[src/hdl/pll_div_pkg.sv]
package pll_div_pkg;

	////////////////////////////////////////////////////////////////////////
	// Bus and counter widths
	localparam int ADDR_W = 8;
	localparam int DATA_W = 8;
	localparam int R_W = 14;
	localparam int A_W = 6;
	localparam int B_W = 13;
	localparam int PRE_W = 6;
	localparam int PH_W = 8;
	localparam int CHG_W = 16;
	localparam int DLY_TAPS = 8;

	////////////////////////////////////////////////////////////////////////
	// Register offsets
	localparam logic [ADDR_W-1:0] REG_R_LO = 8'h11;
	localparam logic [ADDR_W-1:0] REG_R_HI = 8'h12;
	localparam logic [ADDR_W-1:0] REG_A = 8'h13;
	localparam logic [ADDR_W-1:0] REG_B_LO = 8'h14;
	localparam logic [ADDR_W-1:0] REG_B_HI = 8'h15;
	localparam logic [ADDR_W-1:0] REG_PRESC = 8'h16;
	localparam logic [ADDR_W-1:0] REG_ABP_STATUS = 8'h17;
	localparam logic [ADDR_W-1:0] REG_LOCK_DET = 8'h18;
	localparam logic [ADDR_W-1:0] REG_DELAY_SYNC = 8'h19;
	localparam logic [ADDR_W-1:0] REG_LD_SEL = 8'h1a;
	localparam logic [ADDR_W-1:0] REG_REFERENCE_MONITOR_PIN_SEL = 8'h1b;
	localparam logic [ADDR_W-1:0] REG_DELAY_EN = 8'h1e;
	localparam logic [ADDR_W-1:0] REG_STATE = 8'h20;

	////////////////////////////////////////////////////////////////////////
	// Field positions
	localparam int R_HI_W = R_W - DATA_W;
	localparam int B_HI_W = B_W - DATA_W;
	localparam int PRESC_MODE_LSB = 0;
	localparam int RST_AB_BIT = 5;
	localparam int RST_R_BIT = 6;
	localparam int RST_ALL_BIT = 7;
	localparam int ABP_LSB = 0;
	localparam int STATUS_SEL_LSB = 2;
	localparam int DLD_OFF_BIT = 3;
	localparam int LD_WINDOW_BIT = 4;
	localparam int LD_COUNT_LSB = 5;
	localparam int N_DLY_LSB = 0;
	localparam int R_DLY_LSB = 3;
	localparam int SYNC_CTL_LSB = 6;
	localparam int LD_SEL_LSB = 0;
	localparam int REFERENCE_MONITOR_PIN_SEL_LSB = 0;
	localparam int R_DLY_EN_BIT = 0;
	localparam int N_DLY_EN_BIT = 1;
	localparam int ST_LOCK_BIT = 0;
	localparam int ST_BUSY_BIT = 1;
	localparam int ST_CMP_BIT = 2;

	////////////////////////////////////////////////////////////////////////
	// Prescaler mode codes
	localparam logic [2:0] PRESC_FD1 = 3'h0;
	localparam logic [2:0] PRESC_FD2 = 3'h1;
	localparam logic [2:0] PRESC_DM2 = 3'h2;
	localparam logic [2:0] PRESC_DM4 = 3'h3;
	localparam logic [2:0] PRESC_DM8 = 3'h4;
	localparam logic [2:0] PRESC_DM16 = 3'h5;
	localparam logic [2:0] PRESC_DM32 = 3'h6;
	localparam logic [2:0] PRESC_FD3 = 3'h7;

	////////////////////////////////////////////////////////////////////////
	// Lock detect, sync and pin selector codes
	localparam logic [1:0] SYNC_OFF = 2'h0;
	localparam logic [PH_W-1:0] LOCK_CNT_0 = 8'h05;
	localparam logic [PH_W-1:0] LOCK_CNT_1 = 8'h10;
	localparam logic [PH_W-1:0] LOCK_CNT_2 = 8'h40;
	localparam logic [PH_W-1:0] LOCK_CNT_3 = 8'hff;
	localparam logic [PH_W-1:0] LOCK_THR_HIGH_DEF = 8'h06;
	localparam logic [PH_W-1:0] LOCK_THR_LOW_DEF = 8'h02;
	localparam logic [PH_W-1:0] UNLOCK_MARGIN_DEF = 8'h04;
	localparam logic [CHG_W-1:0] CHARGE_TERM_DEF = 16'h0400;
	localparam logic [5:0] SEL_LOW = 6'h00;
	localparam logic [5:0] SEL_DLD = 6'h01;
	localparam logic [5:0] SEL_DLD_N = 6'h02;
	localparam logic [5:0] SEL_CMP = 6'h03;
	localparam logic [5:0] SEL_CURRENT = 6'h04;
	localparam logic [5:0] SEL_CMP_N = 6'h05;
	localparam logic [5:0] SEL_PFD_REF = 6'h06;
	localparam logic [5:0] SEL_PFD_FB = 6'h07;

	typedef enum logic [1:0] {PH_IDLE, PH_WAIT_FB, PH_WAIT_REF} phase_e;

endpackage

[src/hdl/pll_divider_lock_detect.sv]
// Contract
// - Reference divider is 14 bits, 0..16383.
// - Reference divide of 0 or 1 passes through.
// - Ref and feedback dividers feed phase detector.
// - Ref counter reset by own, shared, sync.
// - Feedback ratio is P times B plus A.
// - Mode field picks fixed or dual modulus.
// - Fixed mode ignores A count.
// - A count of zero swallows nothing.
// - A/B counters reset by own, shared, sync.
// - Enabled sync pin resets R, A and B counters, not the prescaler; default off.
// - Each divider path has enableable 3-bit delay.
// - Edge gap below lock threshold qualifies cycle.
// - Unlock threshold wider than lock threshold.
// - Lock after programmable consecutive in-lock cycles.
// - Single cycle beyond unlock threshold drops lock.
// - Windows depend on range bit and antibacklash.
// - Lock indication muxed onto three pins.
// - Lock pin selector offers current-source mode.
// - Current mode sources on lock, grounds otherwise.
// - Pin comparator to monitor/status, either polarity.
// - Counter code 00 requires five cycles.
// - Window bit zero selects high range.
`timescale 1ns/10ps
module pll_divider_lock_detect #(
	parameter logic [pll_div_pkg::PH_W-1:0] LOCK_THR_HIGH = pll_div_pkg::LOCK_THR_HIGH_DEF,
	parameter logic [pll_div_pkg::PH_W-1:0] LOCK_THR_LOW = pll_div_pkg::LOCK_THR_LOW_DEF,
	parameter logic [pll_div_pkg::PH_W-1:0] UNLOCK_MARGIN = pll_div_pkg::UNLOCK_MARGIN_DEF,
	parameter logic [pll_div_pkg::CHG_W-1:0] CHARGE_TERM = pll_div_pkg::CHARGE_TERM_DEF
) (
	input wire logic mclk,
	input wire logic nrst,
	input wire logic [pll_div_pkg::ADDR_W-1:0] addr,
	input wire logic [pll_div_pkg::DATA_W-1:0] wdata,
	input wire logic wr_en,
	input wire logic rd_en,
	output logic [pll_div_pkg::DATA_W-1:0] rdata,
	input wire logic ref_clk_in,
	input wire logic vco_clk_in,
	input wire logic nsync_pin,
	output logic pfd_ref_pulse,
	output logic pfd_fb_pulse,
	output logic digital_lock_indicator,
	output logic lock_indicator_pin,
	output logic status_pin,
	output logic reference_monitor_pin
);
	import pll_div_pkg::*;

	////////////////////////////////////////////////////////////////////////
	// Parameter check
	generate
		if (LOCK_THR_LOW == '0 || LOCK_THR_HIGH < LOCK_THR_LOW || UNLOCK_MARGIN == '0 ||
			CHARGE_TERM == '0 || {1'b0, LOCK_THR_HIGH} + 9'h003 + {1'b0, UNLOCK_MARGIN} > 9'h0fe) begin : g_bad
			$error("pll_divider_lock_detect: threshold parameters out of range");
		end
	endgenerate

	////////////////////////////////////////////////////////////////////////
	// State
	typedef struct packed {
		logic [1:0] ref_sync;
		logic [1:0] vco_sync;
		logic [1:0] nsync_sync;
		logic ref_prev;
		logic vco_prev;
		logic [R_W-1:0] r_div;
		logic [A_W-1:0] a_cfg;
		logic [B_W-1:0] b_cfg;
		logic [2:0] presc_mode;
		logic rst_ab;
		logic rst_r;
		logic rst_all;
		logic [1:0] abp;
		logic [5:0] status_sel;
		logic [1:0] ld_count;
		logic ld_window;
		logic dld_off;
		logic [1:0] sync_ctl;
		logic [2:0] r_dly;
		logic [2:0] n_dly;
		logic r_dly_en;
		logic n_dly_en;
		logic [5:0] ld_sel;
		logic [4:0] reference_monitor_pin_sel;
		logic [R_W-1:0] r_cnt;
		logic [PRE_W-1:0] pre_cnt;
		logic [A_W-1:0] a_left;
		logic [B_W-1:0] b_cnt;
		logic [DLY_TAPS-1:0] ref_line;
		logic [DLY_TAPS-1:0] fb_line;
		logic pfd_ref;
		logic pfd_fb;
		phase_e phase;
		logic [PH_W-1:0] phase_cnt;
		logic [PH_W-1:0] consec;
		logic lock;
		logic [CHG_W-1:0] charge;
		logic ld_pin;
		logic status_pin;
		logic reference_monitor_pin_pin;
		logic [DATA_W-1:0] rdata;
	} state_s;

	state_s st_reg;
	state_s st_next;

	logic ref_edge;
	logic vco_edge;
	logic sync_hold;
	logic r_clear;
	logic ab_clear;
	logic r_raw;
	logic pre_tick;
	logic fb_raw;
	logic dual_mode;
	logic [PRE_W-1:0] p_base;
	logic [PRE_W-1:0] modulus;
	logic [B_W-1:0] b_eff;
	logic [A_W-1:0] a_load;
	logic [PH_W-1:0] lock_thr;
	logic [PH_W-1:0] unlock_thr;
	logic [PH_W-1:0] lock_target;
	logic [PH_W-1:0] ph_diff;
	logic ph_eval;
	logic ph_other;
	logic ph_same;
	logic cs_mode;
	logic cmp_level;
	logic [DATA_W-1:0] rd_value;

	function automatic logic pin_mux(input logic [5:0] sel, input logic lk, input logic cmp,
		input logic pr, input logic pf);
		case (sel)
			SEL_DLD: pin_mux = lk;
			SEL_DLD_N: pin_mux = ~lk;
			SEL_CMP: pin_mux = cmp;
			SEL_CMP_N: pin_mux = ~cmp;
			SEL_PFD_REF: pin_mux = pr;
			SEL_PFD_FB: pin_mux = pf;
			default: pin_mux = 1'b0;
		endcase
	endfunction

	always_comb begin
		st_next = st_reg;

		////////////////////////////////////////////////////////////////////
		// Pin synchronisers; only the second stage is looked at
		st_next.ref_sync = {st_reg.ref_sync[0], ref_clk_in};
		st_next.vco_sync = {st_reg.vco_sync[0], vco_clk_in};
		st_next.nsync_sync = {st_reg.nsync_sync[0], nsync_pin};
		st_next.ref_prev = st_reg.ref_sync[1];
		st_next.vco_prev = st_reg.vco_sync[1];
		ref_edge = st_reg.ref_sync[1] & ~st_reg.ref_prev;
		vco_edge = st_reg.vco_sync[1] & ~st_reg.vco_prev;

		sync_hold = (st_reg.sync_ctl != SYNC_OFF) && !st_reg.nsync_sync[1];
		r_clear = st_reg.rst_r | st_reg.rst_all | sync_hold;
		ab_clear = st_reg.rst_ab | st_reg.rst_all | sync_hold;

		////////////////////////////////////////////////////////////////////
		// Reference divider
		r_raw = 1'b0;
		if (r_clear) begin
			st_next.r_cnt = '0;
		end else if (ref_edge) begin
			if (st_reg.r_div <= R_W'(1)) begin
				r_raw = 1'b1;
			end else if (st_reg.r_cnt >= st_reg.r_div - R_W'(1)) begin
				r_raw = 1'b1;
				st_next.r_cnt = '0;
			end else begin
				st_next.r_cnt = st_reg.r_cnt + R_W'(1);
			end
		end

		////////////////////////////////////////////////////////////////////
		// Prescaler decode
		// fixed or dual modulus
		case (st_reg.presc_mode)
			PRESC_FD1: begin
				p_base = PRE_W'(1);
				dual_mode = 1'b0;
			end
			PRESC_FD2: begin
				p_base = PRE_W'(2);
				dual_mode = 1'b0;
			end
			PRESC_FD3: begin
				p_base = PRE_W'(3);
				dual_mode = 1'b0;
			end
			PRESC_DM2: begin
				p_base = PRE_W'(2);
				dual_mode = 1'b1;
			end
			PRESC_DM4: begin
				p_base = PRE_W'(4);
				dual_mode = 1'b1;
			end
			PRESC_DM8: begin
				p_base = PRE_W'(8);
				dual_mode = 1'b1;
			end
			PRESC_DM16: begin
				p_base = PRE_W'(16);
				dual_mode = 1'b1;
			end
			default: begin
				p_base = PRE_W'(32);
				dual_mode = 1'b1;
			end
		endcase

		// A forced to zero in fixed mode
		a_load = dual_mode ? st_reg.a_cfg : '0;
		// swallow one extra edge while A remains
		modulus = p_base + PRE_W'(dual_mode && st_reg.a_left != '0);

		// Prescaler is cleared only by nrst, so its phase carries across counter resets
		pre_tick = 1'b0;
		if (vco_edge) begin
			if (st_reg.pre_cnt >= modulus - PRE_W'(1)) begin
				pre_tick = 1'b1;
				st_next.pre_cnt = '0;
			end else begin
				st_next.pre_cnt = st_reg.pre_cnt + PRE_W'(1);
			end
		end

		////////////////////////////////////////////////////////////////////
		// A and B counters
		// B of 0 or 1 treated as bypass
		b_eff = (st_reg.b_cfg == '0) ? B_W'(1) : st_reg.b_cfg;
		fb_raw = 1'b0;
		if (ab_clear) begin
			st_next.b_cnt = '0;
			st_next.a_left = a_load;
		end else if (pre_tick) begin
			if (st_reg.a_left != '0) begin
				st_next.a_left = st_reg.a_left - A_W'(1);
			end
			// period is P*B + A input edges
			if (st_reg.b_cnt >= b_eff - B_W'(1)) begin
				fb_raw = 1'b1;
				st_next.b_cnt = '0;
				st_next.a_left = a_load;
			end else begin
				st_next.b_cnt = st_reg.b_cnt + B_W'(1);
			end
		end

		////////////////////////////////////////////////////////////////////
		// Path delay cells, whole mclk steps; an enabled code 0 costs one cycle
		st_next.ref_line = {st_reg.ref_line[DLY_TAPS-2:0], r_raw};
		st_next.fb_line = {st_reg.fb_line[DLY_TAPS-2:0], fb_raw};
		st_next.pfd_ref = st_reg.r_dly_en ? st_reg.ref_line[st_reg.r_dly] : r_raw;
		st_next.pfd_fb = st_reg.n_dly_en ? st_reg.fb_line[st_reg.n_dly] : fb_raw;

		////////////////////////////////////////////////////////////////////
		// Lock windows
		// range bit plus antibacklash
		lock_thr = (st_reg.ld_window ? LOCK_THR_LOW : LOCK_THR_HIGH) + PH_W'(st_reg.abp);
		unlock_thr = lock_thr + UNLOCK_MARGIN;
		case (st_reg.ld_count)
			2'h0: lock_target = LOCK_CNT_0;
			2'h1: lock_target = LOCK_CNT_1;
			2'h2: lock_target = LOCK_CNT_2;
			default: lock_target = LOCK_CNT_3;
		endcase

		////////////////////////////////////////////////////////////////////
		// Edge gap measurement between the two detector inputs
		ph_eval = 1'b0;
		ph_diff = '0;
		ph_other = (st_reg.phase == PH_WAIT_FB) ? st_reg.pfd_fb : st_reg.pfd_ref;
		ph_same = (st_reg.phase == PH_WAIT_FB) ? st_reg.pfd_ref : st_reg.pfd_fb;
		case (st_reg.phase)
			PH_IDLE: begin
				if (st_reg.pfd_ref && st_reg.pfd_fb) begin
					ph_eval = 1'b1;
				end else if (st_reg.pfd_ref) begin
					st_next.phase = PH_WAIT_FB;
					st_next.phase_cnt = PH_W'(1);
				end else if (st_reg.pfd_fb) begin
					st_next.phase = PH_WAIT_REF;
					st_next.phase_cnt = PH_W'(1);
				end
			end
			PH_WAIT_FB, PH_WAIT_REF: begin
				if (ph_other) begin
					ph_eval = 1'b1;
					ph_diff = st_reg.phase_cnt;
					st_next.phase = PH_IDLE;
				end else if (ph_same) begin
					// A second edge on the same side means the other is missing
					ph_eval = 1'b1;
					ph_diff = '1;
					st_next.phase_cnt = PH_W'(1);
				end else if (st_reg.phase_cnt > unlock_thr) begin
					ph_eval = 1'b1;
					ph_diff = st_reg.phase_cnt;
					st_next.phase = PH_IDLE;
				end else begin
					st_next.phase_cnt = st_reg.phase_cnt + PH_W'(1);
				end
			end
			default: begin
				st_next.phase = PH_IDLE;
			end
		endcase

		if (st_reg.dld_off) begin
			st_next.lock = 1'b0;
			st_next.consec = '0;
		end else if (ph_eval) begin
			if (ph_diff < lock_thr) begin
				if (st_reg.consec != '1) begin
					st_next.consec = st_reg.consec + PH_W'(1);
				end
				if (st_reg.consec >= lock_target - PH_W'(1)) begin
					st_next.lock = 1'b1;
				end
			end else begin
				st_next.consec = '0;
				if (ph_diff > unlock_thr) begin
					st_next.lock = 1'b0;
				end
			end
		end

		////////////////////////////////////////////////////////////////////
		// Current-source indication and pin comparator
		// dedicated selector code
		cs_mode = (st_reg.ld_sel == SEL_CURRENT);
		// any false cycle discharges at once
		if (cs_mode && st_reg.lock) begin
			if (st_reg.charge != '1) begin
				st_next.charge = st_reg.charge + CHG_W'(1);
			end
		end else begin
			st_next.charge = '0;
		end
		cmp_level = cs_mode ? (st_reg.charge >= CHARGE_TERM) : st_reg.ld_pin;

		if (cs_mode) begin
			st_next.ld_pin = st_reg.lock;
		end else begin
			st_next.ld_pin = pin_mux(st_reg.ld_sel, st_reg.lock, 1'b0, st_reg.pfd_ref, st_reg.pfd_fb);
		end
		st_next.status_pin = pin_mux(st_reg.status_sel, st_reg.lock, cmp_level, st_reg.pfd_ref,
			st_reg.pfd_fb);
		st_next.reference_monitor_pin_pin = pin_mux({1'b0, st_reg.reference_monitor_pin_sel}, st_reg.lock, cmp_level, st_reg.pfd_ref,
			st_reg.pfd_fb);

		////////////////////////////////////////////////////////////////////
		// Register writes
		if (wr_en) begin
			case (addr)
				REG_R_LO: st_next.r_div[DATA_W-1:0] = wdata;
				REG_R_HI: st_next.r_div[R_W-1:DATA_W] = wdata[R_HI_W-1:0];
				REG_A: st_next.a_cfg = wdata[A_W-1:0];
				REG_B_LO: st_next.b_cfg[DATA_W-1:0] = wdata;
				REG_B_HI: st_next.b_cfg[B_W-1:DATA_W] = wdata[B_HI_W-1:0];
				REG_PRESC: begin
					st_next.presc_mode = wdata[PRESC_MODE_LSB +: 3];
					st_next.rst_ab = wdata[RST_AB_BIT];
					st_next.rst_r = wdata[RST_R_BIT];
					st_next.rst_all = wdata[RST_ALL_BIT];
				end
				REG_ABP_STATUS: begin
					st_next.abp = wdata[ABP_LSB +: 2];
					st_next.status_sel = wdata[STATUS_SEL_LSB +: 6];
				end
				REG_LOCK_DET: begin
					st_next.dld_off = wdata[DLD_OFF_BIT];
					st_next.ld_window = wdata[LD_WINDOW_BIT];
					st_next.ld_count = wdata[LD_COUNT_LSB +: 2];
				end
				REG_DELAY_SYNC: begin
					st_next.n_dly = wdata[N_DLY_LSB +: 3];
					st_next.r_dly = wdata[R_DLY_LSB +: 3];
					st_next.sync_ctl = wdata[SYNC_CTL_LSB +: 2];
				end
				REG_LD_SEL: st_next.ld_sel = wdata[LD_SEL_LSB +: 6];
				REG_REFERENCE_MONITOR_PIN_SEL: st_next.reference_monitor_pin_sel = wdata[REFERENCE_MONITOR_PIN_SEL_LSB +: 5];
				REG_DELAY_EN: begin
					st_next.r_dly_en = wdata[R_DLY_EN_BIT];
					st_next.n_dly_en = wdata[N_DLY_EN_BIT];
				end
				default: begin
				end
			endcase
		end

		////////////////////////////////////////////////////////////////////
		// Register reads; unmapped addresses read zero
		rd_value = '0;
		case (addr)
			REG_R_LO: rd_value = st_reg.r_div[DATA_W-1:0];
			REG_R_HI: rd_value[R_HI_W-1:0] = st_reg.r_div[R_W-1:DATA_W];
			REG_A: rd_value[A_W-1:0] = st_reg.a_cfg;
			REG_B_LO: rd_value = st_reg.b_cfg[DATA_W-1:0];
			REG_B_HI: rd_value[B_HI_W-1:0] = st_reg.b_cfg[B_W-1:DATA_W];
			REG_PRESC: begin
				rd_value[PRESC_MODE_LSB +: 3] = st_reg.presc_mode;
				rd_value[RST_AB_BIT] = st_reg.rst_ab;
				rd_value[RST_R_BIT] = st_reg.rst_r;
				rd_value[RST_ALL_BIT] = st_reg.rst_all;
			end
			REG_ABP_STATUS: begin
				rd_value[ABP_LSB +: 2] = st_reg.abp;
				rd_value[STATUS_SEL_LSB +: 6] = st_reg.status_sel;
			end
			REG_LOCK_DET: begin
				rd_value[DLD_OFF_BIT] = st_reg.dld_off;
				rd_value[LD_WINDOW_BIT] = st_reg.ld_window;
				rd_value[LD_COUNT_LSB +: 2] = st_reg.ld_count;
			end
			REG_DELAY_SYNC: begin
				rd_value[N_DLY_LSB +: 3] = st_reg.n_dly;
				rd_value[R_DLY_LSB +: 3] = st_reg.r_dly;
				rd_value[SYNC_CTL_LSB +: 2] = st_reg.sync_ctl;
			end
			REG_LD_SEL: rd_value[LD_SEL_LSB +: 6] = st_reg.ld_sel;
			REG_REFERENCE_MONITOR_PIN_SEL: rd_value[REFERENCE_MONITOR_PIN_SEL_LSB +: 5] = st_reg.reference_monitor_pin_sel;
			REG_DELAY_EN: begin
				rd_value[R_DLY_EN_BIT] = st_reg.r_dly_en;
				rd_value[N_DLY_EN_BIT] = st_reg.n_dly_en;
			end
			REG_STATE: begin
				rd_value[ST_LOCK_BIT] = st_reg.lock;
				rd_value[ST_BUSY_BIT] = (st_reg.phase != PH_IDLE);
				rd_value[ST_CMP_BIT] = cmp_level;
			end
			default: rd_value = '0;
		endcase
		st_next.rdata = rd_en ? rd_value : '0;
	end

	always_ff @(posedge mclk) begin
		if (!nrst) begin
			st_reg <= '0;
		end else begin
			st_reg <= st_next;
		end
	end

	////////////////////////////////////////////////////////////////////////
	// Outputs, all straight from the state register
	// divider outputs to detector
	assign pfd_ref_pulse = st_reg.pfd_ref;
	assign pfd_fb_pulse = st_reg.pfd_fb;
	assign digital_lock_indicator = st_reg.lock;
	assign lock_indicator_pin = st_reg.ld_pin;
	assign status_pin = st_reg.status_pin;
	assign reference_monitor_pin = st_reg.reference_monitor_pin_pin;
	assign rdata = st_reg.rdata;

endmodule // pll_divider_lock_detect

[config.mk]
export PLATFORM = sky130hd
export DESIGN_NAME = pll_divider_lock_detect
export DESIGN_NICKNAME = d
export VERILOG_FILES = /design/src/hdl/pll_div_pkg.sv /design/src/hdl/pll_divider_lock_detect.sv
export SDC_FILE = /design/constraint.sdc
export NUM_CORES = 1
export LEC_CHECK = 0
export ABC_CLOCK_PERIOD_IN_PS = 4450
export BUFFER_PORTS_ARGS = -buffer_cell sky130_fd_sc_hd__buf_2
export CAP_MARGIN = 20
export CORE_ASPECT_RATIO = 1.1
export CORE_MARGIN = 2
export CORE_UTILIZATION = 44
export CTS_CLUSTER_DIAMETER = 80
export DETAILED_ROUTE_END_ITERATION = 16
export PLACE_DENSITY = 0.68
export SETUP_SLACK_MARGIN = 0.05
export SLEW_MARGIN = 30
export SYNTH_ARGS = -nofsm -noshare
export SYNTH_HDL_FRONTEND = slang
export SYNTH_SLANG_ARGS = --single-unit
[constraint.sdc]
create_clock -name mclk -period 4.45 [get_ports mclk]
set_input_delay 0.2225 -clock mclk [delete_from_list [all_inputs] [get_ports mclk]]
set_output_delay 0.2225 -clock mclk [all_outputs]
set_load 0.02 [all_outputs]
* Word level (Yosys, flattened, before mapping)
Cells that the tools add are included.
Storage, ports and cells: register bits after elaboration 183, input port bits 23, output and inout bits 14, logic and storage cells 238
Cells by class: add/sub/neg operators 14, $lt $le $gt $ge 11, equal/unequal tests 51, multiplexer cells 65, bitwise logic cells 12, reduce and logical (&&, ||, !) cells 42
Operators by type and width (number):
- equality test 8 x 5 -> 1 bit (second input constant) | 12
- 2-to-1 mux 8 bit | 8
- equality test 6 x 3 -> 1 bit (second input constant) | 7
- 2-to-1 mux 19 bit | 2
- case mux 6 bit (6 select lines) | 1
- AND reduction 2 bit | 17
- 2-to-1 mux 10 bit | 3
- 2-to-1 mux 13 bit | 2
- 2-to-1 mux 1 bit | 24
- 2-to-1 mux 6 bit | 4
- case mux 2 bit (12 select lines) | 1
- case mux 8 bit (3 select lines) | 1
- case mux 2 bit (10 select lines) | 1
- equality test 6 x 2 -> 1 bit (second input constant) | 3
- case mux 1 bit (6 select lines) | 3
- adder 16 x 1 -> 16 bit (second input constant) | 1
- adder 8 x 1 -> 8 bit (second input constant) | 2
- >= comparator 16 x 11 -> 1 bit (second input constant) | 1
- greater-than comparator 8 x 5 -> 1 bit | 2
- inequality test 16 bit (second input constant) | 1
- case mux 8 bit (2 select lines) | 1
- equality test 5 x 3 -> 1 bit (second input constant) | 3
- adder 14 x 1 -> 14 bit (second input constant) | 1
- >= comparator 14 bit | 1
- 54 further kinds | 93

* Longest topological paths before layout
depth in word-level cells 12, depth in mapped cells 18, mapped depth without buffers 17

* Worst setup path before layout
Ideal clock, no wire load.
kind flip-flop to flip-flop, start reg st_reg[150] (netlist name), end reg st_reg[67] (netlist name), arrival 3438 ps, slack 948 ps, stages on the path, launching flop included 16, path buffers 1, period minus slack after synthesis 3502 ps, cells stage by stage dfxtp_1 > or4_1 > nor3_1 > a31oi_1 > ha_1 > nand2_1 > nor4_1 > xnor2_1 > ha_1 > a211o_1 > o21ai_0 > nand3_2 > o21a_2 > or2_4 > buf_6 > nor2_1
On the way: word-level cells in the longest chain between the ends 5
RTL lines:
- from (decl) | line pll_divider_lock_detect.sv:105 | state_s st_reg;
- from (signal assigned) | line pll_divider_lock_detect.sv:446 | st_reg <= st_next;
- logical NOT 13 bit | line pll_divider_lock_detect.sv:235 | b_eff = (st_reg.b_cfg == '0) ? B_W'(1) : st_reg.b_cfg;
- 2-to-1 mux 13 bit * | line pll_divider_lock_detect.sv:235
- subtractor 13 x 1 -> 13 bit * | line pll_divider_lock_detect.sv:245 | if (st_reg.b_cnt >= b_eff - B_W'(1)) begin
- >= comparator 13 bit * | line pll_divider_lock_detect.sv:245
- 2-to-1 mux 13 bit * | line pll_divider_lock_detect.sv:245
Mark *: on every way between the ends. The rest lies on a longest branch, timed or not. A chain may end at the register's enable or synchronous reset.

* Worst setup path in the final report
start reg st_reg[150] (netlist name), end reg st_reg[81] (netlist name)
On the way: word-level cells in the longest chain between the ends 7, elaborated cells between the ends (all ways) 9, those cells by class add/sub (1); order compare (1); mux (4); reduce/logical (3)
RTL lines:
- logical NOT 13 bit | line pll_divider_lock_detect.sv:235
- 2-to-1 mux 13 bit * | line pll_divider_lock_detect.sv:235
- subtractor 13 x 1 -> 13 bit * | line pll_divider_lock_detect.sv:245
- >= comparator 13 bit * | line pll_divider_lock_detect.sv:245
- 2-to-1 mux 6 bit | line pll_divider_lock_detect.sv:245
- 2-to-1 mux 19 bit | line pll_divider_lock_detect.sv:240 | end else if (pre_tick) begin
- 2-to-1 mux 19 bit | line pll_divider_lock_detect.sv:237 | if (ab_clear) begin
Mark *: on every way between the ends. The rest lies on a longest branch, timed or not. The select of a mux whose other input is x is not followed.

==> impl_metrics.csv <==
group,metric,value,unit
power_and_ir_drop,leakagePower,4.40,nW
logic_synthesis,synth_edf_count,0,
place,port_buffers,36,
run_status,status,"finished, final reports clean",
critical_path,arrival,4.28,ns
power_and_ir_drop,ir_drop,0.196,mV
route,wl_per_cell,16.4,um
global_routing,grt_max_degree,61,
floorplan,die_width,152,um
logic_synthesis,yosysTopAreaCell,"dfxtp_1",
final_layout,largest_reg_flops,150,
logic_synthesis,yosys.area.top_type_share,34.8,%
floorplan,num_rows,59,
critical_path,path_class,"reg -> reg",
floorplan,ios,37,
final_layout,fin_nets,1355,
sta,min_period,3.98,ns
power_and_ir_drop,p_per_area,301,mW/mm^2
logic_synthesis,synth-seq-cells,183,
cts,cts.repair.resized,0,
place,dpl.hpwl,18.7,mm
cts,clock_latency,0.44,ns
cts,clk_path_buf_depth,2,
global_routing,grt_overflow,0,
cts,cts-htree-levels,4,
logic_synthesis,ys_warn_count,0,
route,first_pass_iters,5,
sta,setup_tns,0,ns
sta,max_freq,251,MHz
sta,tightest_slew,0.849,ns
route,vias,8831,
final_layout,drive_gt1_share,9.76,%
cts,ctsHoldBuffers,3,
route,drt-vias-per-instance,5.61,
sta,finalSetupViolations,0,
cts,clk_pin_slew_worst_paths,0.07,ns
logic_synthesis,synth_seq_area_share,34.8,%
logic_synthesis,netlist_top_cells_area,"dfxtp_1, ha_1, nor2_1",
logic_synthesis,syn_area,0.0105,mm^2
floorplan,fp.dieH,166,um
floorplan,coreArea,0.0236,mm^2
route,drc,0,
global_routing,grt_pass1_wl,41.8,mm
cts,cts_inserted_buffers,17,
cts,postCtsSetupBuffers,0,
logic_synthesis,ys.flop_type,"dfxtp_1",
final_layout,syn_to_final_growth,8.97,%
floorplan,die_area,0.0252,mm^2
final_layout,insertedDiodeCount,0,
cts,clkSinkCount,183,
cts,root_buffer,"clkbuf_16",
sta,worst_hold_slack,0.0849,ns
critical_path,worst_setup_path_end_kind,"register",
logic_synthesis,synthesis.nets,1351,
critical_path,setup.worst_path.start_class,"register",
final_layout,fillCellCount,2293,
route,wirelength,25.8,mm
final_layout,seq_area,0.00366,mm^2
critical_path,required,4.74,ns
global_routing,antenna_found_initial,0,
logic_synthesis,synth_cell_types,82,
global_routing,grt_pass1_vias,8141,
floorplan,start_util,44.6,%
sta,clock_skew,0.0151,ns
sta,rsz0062_at_grt,"false",
final_layout,final_util,48.6,%
sta,final_max_slew_viol_count,0,
place,place_congestion,0.898,
hold_path,min_path_type,"in -> reg",
logic_synthesis,avgSynthCellArea,8.41,um^2
run,cap_violations,0,
logic_synthesis,netlist_instances,1253,
global_routing,grt_use_total,20.6,%
sta,relSlewSlack,43.3,%
route,drt_iter0_markers,795,
cts,cts_tree,"built",
sta,hold_viol_final,0,
logic_synthesis,async_flop_share,0,%
route,ant_nets,0,
final_layout,multi_input_area,0.00645,mm^2
sta,period_share,89.5,%
critical_path,path_max_fanout,8,
-- kinds of logic after synthesis --
group	synth area share, %
AND/OR/NAND/NOR	25.8
AO/OA/AOI/OAI	14.3
flip-flops	34.8
buffers and inverters	4.07
adder cells (fa/ha/maj)	8.91
XOR/XNOR	5.57
multiplexers	6.62
-- critical path, stage by stage, from the launching register on --
cell and delay, ns:
dfxtp_1 0.37, or4_1 0.57, nor3_1 0.33, a31oi_1 0.21, ha_1 0.26, nand2_1 0.13, nor4_1 0.08, xnor2_1 0.21
ha_1 0.29, a211o_1 0.26, o21ai_0 0.28, nand3_2 0.23, o21a_2 0.23, a311oi_1 0.29, nor3_1 0.09
-- final timing paths --
check | start | endpoint | slack (ns) | cells after the start
worst min-delay path | rd_en | rdata[6] | 0.08 | 3
worst max-delay path | st_reg[150] | st_reg[81] | 0.47 | 14
worst min register to register | st_next[178] | st_reg[178] | 0.43 | 1
worst max register to register | st_reg[150] | st_reg[81] | 0.47 | 14
-- where the power goes --
part	internal, mW	total [mW]	switching, mW
combinational	0.0761	0.229	0.153
sequential	1.65	1.67	0.0149
clock	0.858	1.56	0.700
total	2.59	3.45	0.868
-- synthesized netlist by cell type (3+ instances only) --
cell type  instances
a211oi_1          11
a21o_1             6
a21oi_1           88
a221oi_1           6
a22oi_1            9
a311oi_1           7
a31oi_1            6
and2_1            29
and3_1            17
and4_1             4
buf_1              4
buf_2              4
buf_4             10
buf_6              4
clkbuf_1          38
dfxtp_1          183
ha_1              75
inv_1             34
mux2_2             9
mux2i_1           46
mux4_2             6
nand2_1          126
nand2b_1          25
nand3_1           55
nand3b_1           4
nand4_1           24
nor2_1           143
nor2_4             3
nor2b_1           15
nor3_1            35
nor4_1            10
nor4b_1            5
o211ai_1           3
o21a_1             8
o21ai_0           47
o21ba_1            3
o21bai_1           3
o22ai_1            7
o31ai_1            4
or2_2              4
or3_1             11
or4_1              6
xnor2_1           32
xor2_1            35
-- placed cells by master, fill, tap and decap left out, types with 24 or more instances in the layout --
cell      count
xor2_1       35
nor3_1       35
nand3_1      55
nor2_1      143
nand2_1     126
buf_2        36
a21oi_1      88
dfxtp_1     183
inv_1        34
nand4_1      24
mux2i_1      46
ha_1         75
and2_1       29
xnor2_1      32
nand2b_1     25
o21ai_0      47
-- through the flow --
| stage | power (mW) | worst slack (ns) | cell area [um^2] | std cells |
|---|---|---|---|---|
| after detailed placement | 1.93 | 0.561 | 10800 | 1540 |
| after global routing | 3.56 | 0.167 | 11500 | 1575 |
| after floorplan | 1.86 | 0.948 | 10500 | 1253 |
| after global placement | 1.92 | 0.723 | 10800 | 1540 |
| after CTS | 3.47 | 0.505 | 11500 | 1575 |
| final | 3.45 | 0.467 | 11500 | 1575 |
-- routing by layer --
layer / global-route usage (%) / part of all wire [%] / routed length [um] / vias up
met4: 6.64 / 2.0 / 505 / 0
met5: 0 / 0 / 0 / -
met1: 28.1 / 48 / 12400 / 4129
met2: 33.5 / 46 / 11800 / 206
met3: 2.77 / 4.3 / 1110 / 34
li1: - / - / - / 4462
-- cell type report --
class	instances	share of cell area, %
Timing Repair Buffer	45	2.22
Inverter	35	1.14
Tap cell	305	3.32
Sequential cell	183	31.9
Multi-Input combinational cell	975	56.2
Clock buffer	18	3.83
Clock inverter	14	1.42
Power figures use the tool's default switching activity.
